**src/lmb_pkg.sv**
```systemverilog
// Constants for the local memory bus multiplexer.
package lmb_pkg;

  // ----------------------------------------------------------------
  // Register byte offsets on the Avalon-MM slave.
  // ----------------------------------------------------------------
  localparam logic [4:0] OFS_CTRL = 5'h00;
  localparam logic [4:0] OFS_ADDR = 5'h04;
  localparam logic [4:0] OFS_WDATA = 5'h08;
  localparam logic [4:0] OFS_RDATA = 5'h0c;
  localparam logic [4:0] OFS_STAT = 5'h10;

  // ----------------------------------------------------------------
  // Field positions.
  // ----------------------------------------------------------------
  localparam int CTRL_BOOT = 0;
  localparam int CTRL_HALT = 1;
  localparam int CTRL_SRST = 2;
  localparam int ADDR_WR_BIT = 20;
  localparam int STAT_BUSY = 0;
  localparam int STAT_PEND = 1;
  localparam int STAT_PERR = 2;
  localparam int STAT_ROM = 3;
  localparam int STAT_BUS_OK = 4;
  localparam int STAT_CFG_FAULT = 5;

  // ----------------------------------------------------------------
  // Reset values.
  // ----------------------------------------------------------------
  localparam logic BOOT_RST = 1'b0;
  localparam logic HALT_RST = 1'b1;
  localparam logic SRST_RST = 1'b0;
  localparam logic [1:0] STRAP_CNT_RST = 2'h3;

  // ----------------------------------------------------------------
  // Timing: bus clocks are the input clock divided by eight, and a
  // memory cycle spans two bus clock periods in four quarters.
  // ----------------------------------------------------------------
  localparam int OSC_DIV = 8;
  localparam logic [2:0] CLK_HALF = 3'(OSC_DIV / 2);
  localparam logic [2:0] CLKB_LAG = 3'(OSC_DIV / 4);
  localparam logic [3:0] CYC_LAST = 4'(2 * OSC_DIV - 1);
  localparam logic [3:0] ALE_END = 4'h2;

  // ----------------------------------------------------------------
  // Memory map and status byte encodings.
  // ----------------------------------------------------------------
  localparam logic [4:0] CHAP_LOW = 5'h00;
  localparam logic [4:0] CHAP_HIGH = 5'h1f;
  localparam logic [7:0] STAT_BYTE_RD = 8'h80;
  localparam logic [7:0] STAT_BYTE_WR = 8'h40;

endpackage
```
**src/lmb_mux.sv**
```systemverilog
// Local memory bus front end: quarter sequencer, pin multiplexer and registers.
`timescale 1ns/100ps
`default_nettype none
// Function
// - At any reset, copy the boot strap level into the boot-select control bit.
// - Chapters 0 and 31 are RAM when boot-select is high, ROM when low.
// - With RAM boot chapters, stay off the bus until the halt bit clears.
// - High byte bus: AX4,A0-A6 then status then D0-D7 twice.
// - High byte bus line zero carries the most significant bit.
// - Low byte bus: A7-A14 then AX4,A0-A6 then D8-D15 twice.
// - Low byte bus line zero carries the most significant bit.
// - Pulse the latch strobe at cycle start; full address latched on its fall.
// - Extended output zero drives AX0 in quarter one, then A12.
// - Extended output two drives AX2 in quarter one, then A14.
// - Bus clocks are the input clock over eight; second lags by a quarter period, two input clocks.
// - High parity pin carries AX1, AX0, then high byte parity twice.
// - Low parity pin carries AX3, AX2, then low byte parity twice.
module lmb_mux
  import lmb_pkg::*;
(
  // Clock and reset.
  input wire logic clk,
  input wire logic rst,
  // Avalon-MM register slave.
  input wire logic [4:0] avs_address,
  input wire logic avs_read,
  input wire logic avs_write,
  input wire logic [31:0] avs_writedata,
  input wire logic [3:0] avs_byteenable,
  output logic [31:0] avs_readdata,
  output logic avs_waitrequest,
  // Straps and reserved pins.
  input wire logic system_reset_pin,
  input wire logic boot_strap_in,
  input wire logic clock_divider_select,
  input wire logic [3:0] reserved_irq_in,
  input wire logic reserved_select_in,
  // Local bus clocks and address strobes.
  output logic local_bus_clock_a,
  output logic local_bus_clock_b,
  output logic address_latch_strobe,
  output logic ext_addr_out_zero,
  output logic ext_addr_out_two,
  // Extended address and parity pins.
  input wire logic ext_addr_parity_high_i,
  output logic ext_addr_parity_high_o,
  output logic ext_addr_parity_high_oe_n,
  input wire logic ext_addr_parity_low_i,
  output logic ext_addr_parity_low_o,
  output logic ext_addr_parity_low_oe_n,
  // Multiplexed byte buses, index 0 is line zero.
  input wire logic [0:7] mux_bus_high_byte_i,
  output logic [0:7] mux_bus_high_byte_o,
  output logic mux_bus_high_byte_oe_n,
  input wire logic [0:7] mux_bus_low_byte_i,
  output logic [0:7] mux_bus_low_byte_o,
  output logic mux_bus_low_byte_oe_n
);

  // ----------------------------------------------------------------
  // State.
  // ----------------------------------------------------------------
  typedef struct packed {
    logic [25:0] sync_a;
    logic [25:0] sync_b;
    logic [3:0] cyc;
    logic busy;
    logic pend;
    logic wr;
    logic cur_wr;
    logic [0:19] addr;
    logic [0:15] wdat;
    logic [0:15] rdat;
    logic perr;
    logic boot;
    logic halt;
    logic srst;
    logic [1:0] strap_cnt;
    logic wait_r;
    logic [31:0] rdata;
    logic clka;
    logic clkb;
    logic ale;
    logic ax0;
    logic ax2;
    logic ph_o;
    logic ph_oe_n;
    logic pl_o;
    logic pl_oe_n;
    logic [0:7] hb_o;
    logic hb_oe_n;
    logic [0:7] lb_o;
    logic lb_oe_n;
  } lmb_state_s;

  lmb_state_s st_r;
  lmb_state_s st_nxt;

  // Odd parity bit for one data byte.
  function automatic logic odd_par(input logic [0:7] b);
    odd_par = ~^b;
  endfunction

  // Merge write data into a register under the byte enables.
  function automatic logic [31:0] be_merge(input logic [31:0] old, input logic [31:0] wd,
                                           input logic [3:0] be);
    logic [31:0] m;
    m = {{8{be[3]}}, {8{be[2]}}, {8{be[1]}}, {8{be[0]}}};
    be_merge = (old & ~m) | (wd & m);
  endfunction

  // Synchronised pin views; only the second stage is read.
  logic s_sysrst;
  logic s_strap;
  logic s_cfg_fault;
  logic s_ph;
  logic s_pl;
  logic [0:7] s_hb;
  logic [0:7] s_lb;
  assign s_sysrst = st_r.sync_b[25];
  assign s_strap = st_r.sync_b[24];
  assign s_cfg_fault = ~st_r.sync_b[23] | ~&st_r.sync_b[22:19] | st_r.sync_b[18];
  assign s_ph = st_r.sync_b[17];
  assign s_pl = st_r.sync_b[16];
  assign s_hb = st_r.sync_b[15:8];
  assign s_lb = st_r.sync_b[7:0];

  // ----------------------------------------------------------------
  // Next-state logic.
  // ----------------------------------------------------------------
  always_comb begin
    logic bus_ok;
    logic adp_rst;
    logic req;
    logic take;
    logic [4:0] chap;
    logic [31:0] ctrl;
    logic [31:0] stat;
    logic [1:0] q;
    logic [2:0] ph;
    bus_ok = 1'b0;
    adp_rst = 1'b0;
    req = 1'b0;
    take = 1'b0;
    chap = '0;
    ctrl = '0;
    stat = '0;
    q = '0;
    ph = '0;
    st_nxt = st_r;

    // Two flip-flop synchroniser for every pin input.
    st_nxt.sync_a = {system_reset_pin, boot_strap_in, clock_divider_select, reserved_irq_in,
                     reserved_select_in, ext_addr_parity_high_i, ext_addr_parity_low_i,
                     mux_bus_high_byte_i, mux_bus_low_byte_i};
    st_nxt.sync_b = st_r.sync_a;

    // Boot chapters and bus permission.
    chap = st_r.addr[0:4];
    bus_ok = ~st_r.boot | ~st_r.halt;
    ctrl = 32'h0;
    ctrl[CTRL_BOOT] = st_r.boot;
    ctrl[CTRL_HALT] = st_r.halt;
    ctrl[CTRL_SRST] = st_r.srst;
    stat = 32'h0;
    stat[STAT_BUSY] = st_r.busy;
    stat[STAT_PEND] = st_r.pend;
    stat[STAT_PERR] = st_r.perr;
    stat[STAT_ROM] = (chap == CHAP_LOW || chap == CHAP_HIGH) & ~st_r.boot;
    stat[STAT_BUS_OK] = bus_ok;
    stat[STAT_CFG_FAULT] = s_cfg_fault;

    // Avalon slave: one wait cycle; a new cycle request stalls while one is pending.
    // Address and data writes also stall while a cycle runs, so its pins stay put.
    req = avs_read | avs_write;
    take = req & ~st_r.wait_r;
    st_nxt.wait_r = 1'b1;
    if (req && st_r.wait_r && !(avs_write && ((avs_address == OFS_ADDR && (st_r.pend || st_r.busy))
        || (avs_address == OFS_WDATA && st_r.busy)))) begin
      st_nxt.wait_r = 1'b0;
      unique case (avs_address)
        OFS_CTRL: st_nxt.rdata = ctrl;
        OFS_ADDR: st_nxt.rdata = {11'h0, st_r.wr, st_r.addr};
        OFS_WDATA: st_nxt.rdata = {16'h0, st_r.wdat};
        OFS_RDATA: st_nxt.rdata = {16'h0, st_r.rdat};
        OFS_STAT: st_nxt.rdata = stat;
        default: st_nxt.rdata = 32'h0;
      endcase
    end
    if (take && avs_write) begin
      unique case (avs_address)
        OFS_CTRL: begin
          ctrl = be_merge(ctrl, avs_writedata, avs_byteenable);
          st_nxt.boot = ctrl[CTRL_BOOT];
          st_nxt.halt = ctrl[CTRL_HALT];
          st_nxt.srst = ctrl[CTRL_SRST];
        end
        OFS_ADDR: begin
          st_nxt.addr = avs_writedata[19:0];
          st_nxt.wr = avs_writedata[ADDR_WR_BIT];
          st_nxt.pend = 1'b1;
        end
        OFS_WDATA: st_nxt.wdat = 16'(be_merge({16'h0, st_r.wdat}, avs_writedata, avs_byteenable));
        default: ;
      endcase
    end

    // Free running quarter sequencer; cycles start only at a boundary.
    st_nxt.cyc = (st_r.cyc == CYC_LAST) ? 4'h0 : st_r.cyc + 4'h1;
    if (st_r.cyc == CYC_LAST) begin
      if (st_r.busy && !st_r.cur_wr) begin
        st_nxt.rdat = {s_hb, s_lb};
        st_nxt.perr = (s_ph != odd_par(s_hb)) | (s_pl != odd_par(s_lb));
      end
      st_nxt.busy = st_r.pend & bus_ok;
      if (st_r.pend && bus_ok) begin
        st_nxt.pend = 1'b0;
        st_nxt.cur_wr = st_r.wr;
      end
    end

    // Adapter reset from the pin or the soft bit reloads the strap.
    adp_rst = s_sysrst | st_r.srst;
    if (st_r.strap_cnt != 2'h0) begin
      st_nxt.strap_cnt = st_r.strap_cnt - 2'h1;
    end
    if (adp_rst || st_r.strap_cnt != 2'h0) begin
      st_nxt.boot = s_strap;
      st_nxt.halt = HALT_RST;
      st_nxt.busy = 1'b0;
      st_nxt.pend = 1'b0;
    end

    // Pin outputs are registered from the next cycle position.
    ph = st_nxt.cyc[2:0];
    q = st_nxt.cyc[3:2];
    st_nxt.clka = ph < CLK_HALF;
    st_nxt.clkb = 3'(ph - CLKB_LAG) < CLK_HALF;
    st_nxt.ale = st_nxt.busy && st_nxt.cyc < ALE_END;
    st_nxt.ax0 = 1'b0;
    st_nxt.ax2 = 1'b0;
    st_nxt.ph_o = 1'b0;
    st_nxt.pl_o = 1'b0;
    st_nxt.hb_o = 8'h00;
    st_nxt.lb_o = 8'h00;
    st_nxt.ph_oe_n = 1'b1;
    st_nxt.pl_oe_n = 1'b1;
    st_nxt.hb_oe_n = 1'b1;
    st_nxt.lb_oe_n = 1'b1;
    if (st_nxt.busy) begin
      unique case (q)
        2'h0: begin
          st_nxt.ax0 = st_nxt.addr[0];
          st_nxt.ax2 = st_nxt.addr[2];
          st_nxt.ph_o = st_nxt.addr[1];
          st_nxt.pl_o = st_nxt.addr[3];
          st_nxt.hb_o = {st_nxt.addr[4], st_nxt.addr[5:11]};
          st_nxt.lb_o = st_nxt.addr[12:19];
        end
        2'h1: begin
          st_nxt.ax0 = st_nxt.addr[17];
          st_nxt.ax2 = st_nxt.addr[19];
          st_nxt.ph_o = st_nxt.addr[0];
          st_nxt.pl_o = st_nxt.addr[2];
          st_nxt.hb_o = st_nxt.cur_wr ? STAT_BYTE_WR : STAT_BYTE_RD;
          st_nxt.lb_o = {st_nxt.addr[4], st_nxt.addr[5:11]};
        end
        default: begin
          st_nxt.ax0 = st_nxt.addr[17];
          st_nxt.ax2 = st_nxt.addr[19];
          st_nxt.ph_o = odd_par(st_nxt.wdat[0:7]);
          st_nxt.pl_o = odd_par(st_nxt.wdat[8:15]);
          st_nxt.hb_o = st_nxt.wdat[0:7];
          st_nxt.lb_o = st_nxt.wdat[8:15];
        end
      endcase
      // Address and status quarters always drive; data quarters only on writes.
      st_nxt.ph_oe_n = q[1] & ~st_nxt.cur_wr;
      st_nxt.pl_oe_n = q[1] & ~st_nxt.cur_wr;
      st_nxt.hb_oe_n = q[1] & ~st_nxt.cur_wr;
      st_nxt.lb_oe_n = q[1] & ~st_nxt.cur_wr;
    end
  end

  // ----------------------------------------------------------------
  // State register.
  // ----------------------------------------------------------------
  always_ff @(posedge clk or posedge rst) begin
    if (rst) begin
      st_r <= '0;
      st_r.boot <= BOOT_RST;
      st_r.halt <= HALT_RST;
      st_r.srst <= SRST_RST;
      st_r.strap_cnt <= STRAP_CNT_RST;
      st_r.wait_r <= 1'b1;
      st_r.cyc <= CYC_LAST;
      st_r.ph_oe_n <= 1'b1;
      st_r.pl_oe_n <= 1'b1;
      st_r.hb_oe_n <= 1'b1;
      st_r.lb_oe_n <= 1'b1;
    end else begin
      st_r <= st_nxt;
    end
  end

  // Outputs come straight from the state register.
  assign avs_readdata = st_r.rdata;
  assign avs_waitrequest = st_r.wait_r;
  assign local_bus_clock_a = st_r.clka;
  assign local_bus_clock_b = st_r.clkb;
  assign address_latch_strobe = st_r.ale;
  assign ext_addr_out_zero = st_r.ax0;
  assign ext_addr_out_two = st_r.ax2;
  assign ext_addr_parity_high_o = st_r.ph_o;
  assign ext_addr_parity_high_oe_n = st_r.ph_oe_n;
  assign ext_addr_parity_low_o = st_r.pl_o;
  assign ext_addr_parity_low_oe_n = st_r.pl_oe_n;
  assign mux_bus_high_byte_o = st_r.hb_o;
  assign mux_bus_high_byte_oe_n = st_r.hb_oe_n;
  assign mux_bus_low_byte_o = st_r.lb_o;
  assign mux_bus_low_byte_oe_n = st_r.lb_oe_n;

endmodule // lmb_mux
`default_nettype wire

```
**config.mk**
```make
export PLATFORM = sky130hd
export DESIGN_NAME = lmb_mux
export DESIGN_NICKNAME = d
export VERILOG_FILES = /design/src/lmb_pkg.sv /design/src/lmb_mux.sv
export SDC_FILE = /design/constraint.sdc
export NUM_CORES = 1
export LEC_CHECK = 0
export BUFFER_PORTS_ARGS = -buffer_cell sky130_fd_sc_hd__buf_2
export CORE_MARGIN = 1
export CORE_UTILIZATION = 55
export DETAILED_ROUTE_END_ITERATION = 8
export PLACE_DENSITY = 0.79
export SETUP_SLACK_MARGIN = 0.02
export SKIP_LAST_GASP = 1
export SLEW_MARGIN = 20
export SYNTH_ARGS = -nofsm -noshare
export SYNTH_HDL_FRONTEND = slang
export SYNTH_SLANG_ARGS = --single-unit
```
**constraint.sdc**
```tcl
create_clock -name clk -period 6.9 [get_ports clk]
set_clock_uncertainty 0.05 [all_clocks]
set_input_delay 1.38 -clock clk [delete_from_list [all_inputs] [get_ports clk]]
set_output_delay 1.38 -clock clk [all_outputs]
set_load 0.01 [all_outputs]
```
# ---- Yosys cells after proc, flatten, opt, wreduce, memory -nomap -nowiden
# Index checks and enable logic that the tools add are counted.
dict set report totals {
  reg_bits 178
  in_bits 71
}
dict set report classes {
  n_eq_ne 9
  n_reduce_logical 31
  magnitude_cmp 3
  bitwise_logic 21
  n_mux 22
  addsub 3
}
# cell n
set ops {}
lappend ops {{21-bit one-hot mux with 5 select lines} 1}
lappend ops {{36-bit 2-to-1 mux} 1}
lappend ops {{33-bit 2-to-1 mux} 1}
lappend ops {{16-bit AND} 2}
lappend ops {{8-bit one-hot mux with 2 select lines} 2}
lappend ops {{8-bit XNOR reduction} 4}
lappend ops {{24-bit 2-to-1 mux} 1}
lappend ops {{20-bit 2-to-1 mux} 1}
lappend ops {{16-bit 2-to-1 mux} 1}
lappend ops {{16-bit inverter} 1}
lappend ops {{16-bit bitwise OR} 1}
lappend ops {{5-bit by 4-bit == test with 1-bit output, second input constant} 2}
lappend ops {{5-bit == test, second input constant} 2}
lappend ops {{5-bit logical NOT} 2}
lappend ops {{2-bit 2-to-1 mux} 5}
lappend ops {{1-bit logical AND} 9}
lappend ops {{8-bit 2-to-1 mux} 1}
lappend ops {{2-bit AND reduction} 4}
lappend ops {{3-bit < comparator, second input constant} 2}
lappend ops {{3-bit 2-to-1 mux} 2}
lappend ops {{1-bit bitwise OR} 6}
lappend ops {{3-bit one-hot mux with 2 select lines} 1}
lappend ops {{2-bit nonzero test} 3}
lappend ops {{5-bit by 3-bit == test with 1-bit output, second input constant} 1}
lappend ops {{other kinds (18)} 33}

# ---- Depth between registers and ports, before layout
dict set report logic_depth {
  depth_word 8
  depth_mapped 10
  mapped_depth_nobuf 7
}

# ---- Least setup slack after synthesis
# Ideal clock, no wire load.
dict set report synth_path {
  path_type {in2reg}
  start {input port avs_address[3]}
  end {register st_r, in the netlist avs_readdata[10]}
  cell_stages 7
  path_buffers 2
  setup_slack_ns 3.988
  t_arrival_ns 2.734
  setup_time_ns 0.127
  cell_sequence {buf_2 > nor2b_2 > o211ai_1 > and3_1 > o21ai_4 > buf_6 > mux2_1}
}
dict set report synth_between {
  elab_chain_cells 6
  elab_cells_between_ends 12
  cone_classes {eq/ne (4); mux (1); reduce/logical (7)}
}
# element line
set synth_lines {}
lappend synth_lines {{from (decl)} lmb_mux.sv:25} ;# input wire logic [4:0] avs_address,
lappend synth_lines {{5-bit by 3-bit == test with 1-bit output or 5-bit by 4-bit == test with 1-bit output (tied branches)} {lmb_mux.sv:178, lmb_mux.sv:181, lmb_mux.sv:179}}
lappend synth_lines {{1-bit logical AND, on equally long branches} {lmb_mux.sv:178, lmb_mux.sv:179}}
lappend synth_lines {{1-bit logical OR} lmb_mux.sv:179} ;# || (avs_address == OFS_WDATA && st_r.busy)))) begin
lappend synth_lines {{1-bit logical AND} lmb_mux.sv:178} ;# if (req && st_r.wait_r && !(avs_write && ((avs_address == OFS_ADDR && (st_r.pend || st_r.busy))
lappend synth_lines {{1-bit logical NOT} lmb_mux.sv:178}
lappend synth_lines {{1-bit logical AND} lmb_mux.sv:178}
lappend synth_lines {{to (signal assigned)} lmb_mux.sv:302} ;# st_r <= st_nxt;
lappend synth_lines {{to (decl)} lmb_mux.sv:96} ;# lmb_state_s st_r;
# Parallel ways exist; a longest one is shown, timed or not.
# A chain may end at the register's enable or synchronous reset.

==> results.json <==
{
  "synth-edff-count": 0,
  "start_kind": "input pin",
  "vias_per_cell": 5.46,
  "cts_tree": "yes",
  "setup_viol": 0,
  "post-route-util_pct": 62.8,
  "finalNetCount": 725,
  "rows": 42,
  "min_to": "st_r[148]",
  "ctsLongestPathBuffers": 2,
  "clkLatencyLatePin_ns": 0.43,
  "endpoint_kind": "register",
  "die_y_um": 118,
  "p_leak_nw": 4.21,
  "synthArstFlopShare_pct": 100,
  "cpMaxStageDelayCell": "nand3_2",
  "ff2ff_setup_slack_ns": 4.25,
  "critPathRequiredTime_ns": 7.11,
  "maxCapViolCount": 0,
  "fmax_mhz": 239,
  "final_common_cell": "dfrtp_1",
  "drt_first_iter_violations": 305,
  "status": "finished, final reports clean",
  "setup_tns_ns": 0,
  "io_buffers": 106,
  "finalCritPeriodShare_pct": 60.7,
  "syn_inst": 592,
  "cts_setup_buffers": 0,
  "insertedDiodeCount": 0,
  "syn_to_final_growth_pct": 11.8,
  "drv_slew": 0,
  "cp_max_fo": 40,
  "cpPeakStageDelay_ns": 1.00,
  "drive_gt1_share_pct": 35.6,
  "post-dp-hpwl_um": 10500,
  "crit_chain": "buf_2 -> nor2b_2 -> nand3_2 -> mux2_2 -> o21ai_0 -> a21oi_1",
  "synth.avg_cell_area_sq_um": 12.6,
  "start_util_pct": 56.2,
  "syn_area_sq_mm": 0.00744,
  "root_buffer": "clkbuf_16",
  "crit_family": "simple AND/OR/NAND/NOR gates",
  "crit_buf_inv": 1,
  "yosysSeqAreaShare_pct": 55.3,
  "grt_max_degree": 95,
  "period_needed_ns": 4.19,
  "synth_ff_type": "dfrtp_1",
  "rsz0062_at_grt": "false",
  "reg2reg_to": "mux_bus_low_byte_o[0]",
  "synth_warnings": 0,
  "drc": 0,
  "die_area_sq_mm": 0.0140,
  "ir_drop_mv": 0.181,
  "avgRoutedWirePerCell_um": 18.0,
  "hold_buffers": 0,
  "ios": 131,
  "min_path_cells": 0,
  "wirelength_um": 15100,
  "rr_startpoint": "st_r[122]",
  "relSlewSlack_pct": 28.6,
  "r2r_cells": 6,
  "synth.distinct_cells": 51,
  "grt-ovfl-total": 0,
  "antenna_found_initial": 0,
  "grt_pass1_vias": 4781,
  "cts_resized": 0,
  "path_clk_slew_ns": 0.07,
  "hold_violations": 0,
  "grt_use_total_pct": 23.4,
  "coreArea_sq_mm": 0.0132,
  "ys_seq_elements": 164,
  "first_pass_iters": 5,
  "worst_pin_slew_ns": 1.07,
  "numCtsBuffers": 17,
  "cp.arrival_ns": 4.41,
  "h-tree-depth": 4,
  "layout_common_cells": "dfrtp_1 (155), buf_2 (106), mux2_2 (71), xnor2_1 (44), nor2_1 (42)",
  "ant_nets": 0,
  "dr_total_vias": 4588,
  "place_congestion": 0.838,
  "critical_path_class": "input pin to register",
  "hold_start": "st_nxt[148]",
  "die_w_um": 118,
  "powerDensity_mw_per_mm2": 267,
  "grt_pass1_wl_um": 24700,
  "clkSinkCount": 164,
  "holdCritPathClass": "register to register"
}
how the worst max path moves through the flow:
stage	start	endpoint	slack, ns	depth (start not counted)
2_1_floorplan	rst	async pin	1.05	1
3_3_place_gp	avs_address[2]	mux_bus_high_byte_o[1]	2.37	6
3_5_place_dp	avs_address[2]	mux_bus_high_byte_o[0]	2.36	6
4_1_cts	avs_address[2]	mux_bus_high_byte_o[0]	2.77	6
5_1_grt	avs_address[2]	mux_bus_high_byte_o[1]	2.49	6
6_report	avs_address[2]	mux_bus_high_byte_o[1]	2.71	6
per-layer routing:
| layer | up-vias | global-route usage, % | part of all wire (%) |
|---|---|---|---|
| met4 | 0 | 10.8 | 2.7 |
| met3 | 34 | 6.90 | 6.4 |
| met2 | 178 | 37.5 | 49 |
| met1 | 2287 | 29.4 | 42 |
| li1 | 2089 | - | - |
| met5 | - | 0 | 0 |
worst register-to-register path: stages (launching register included):
cell and delay (ns):
dfstp_2 0.55, ha_1 0.32, and3_1 0.32, nand3_1 0.15, o21ai_0 0.10, nand2_1 0.54
nor3_1 0.50
synth_stat cells, types with 6 or more instances:
library cell / n / area [sq um]
o21ai_0: 10 / 50.1
dfstp_2: 9 / 236
buf_2: 10 / 50.1
inv_1: 22 / 82.6
clkbuf_1: 7 / 26.3
mux2_1: 14 / 158
mux2i_1: 35 / 350
a211oi_1: 10 / 75.1
dfrtp_1: 155 / 3880
a21oi_1: 7 / 35.0
buf_4: 54 / 405
a22oi_1: 16 / 120
xnor2_1: 44 / 385
nand3_1: 6 / 30.0
nor3_1: 9 / 45.0
nor2_1: 42 / 158
mux2_2: 71 / 800
nand2_1: 17 / 63.8
a2bb2oi_1: 6 / 52.6
registers in the layout, summed over array words and instances (netlist names), named ones only:
name	flops
st_r	71
st_nxt	26
avs_readdata	21
mux_bus_high_byte_o	8
mux_bus_low_byte_o	8
s_hb	8
s_lb	8
address_latch_strobe	1
avs_waitrequest	1
ext_addr_out_two	1
ext_addr_out_zero	1
ext_addr_parity_high_o	1
ext_addr_parity_low_o	1
local_bus_clock_a	1
local_bus_clock_b	1
mux_bus_high_byte_oe_n	1
s_ph	1
s_pl	1
s_strap	1
s_sysrst	1
through the flow:
step / cell area [sq um] / std cells / power (W) / hold slack (ns) / setup WS (ns)
finish: 8320 / 841 / 0.00222 / 0.292 / 2.71
global route: 8320 / 841 / 0.00230 / 0.301 / 2.49
CTS: 8320 / 841 / 0.00224 / 0.294 / 2.77
detailed placement: 7700 / 809 / 0.00126 / 0.285 / 2.36
global placement: 7700 / 809 / 0.00125 / 0.282 / 2.37
floorplan: 7480 / 602 / 0.00120 / 0.281 / 1.05
power breakdown:
| part | total [W] | switching [W] | internal (W) | leakage, nW |
|---|---|---|---|---|
| combinational | 0.000206 | 0.000110 | 0.0000966 | 1.80 |
| sequential | 0.00104 | 0.0000355 | 0.00100 | 2.11 |
| clock | 0.000976 | 0.000394 | 0.000582 | 0.299 |
| total | 0.00222 | 0.000539 | 0.00168 | 4.21 |
logic make-up after synthesis:
logic type	Yosys count	synth area share, %
flops	164	55.3
mux	120	17.6
buf+inv	101	8.51
simple gates	96	6.51
compound gates	61	6.07
xor+xnor	47	5.63
fa+ha+maj	2	0.336
other cells	1	0.0504
layout make-up:
class	instances	area, sq um
clock buffer	18	439
inverter	24	95.1
multi-input combinational	337	2730
tap	176	220
sequential	164	4120
fill	1049	4920
timing repair buffer	108	546
clock inverter	14	175
Power figures use the tool's default switching activity.
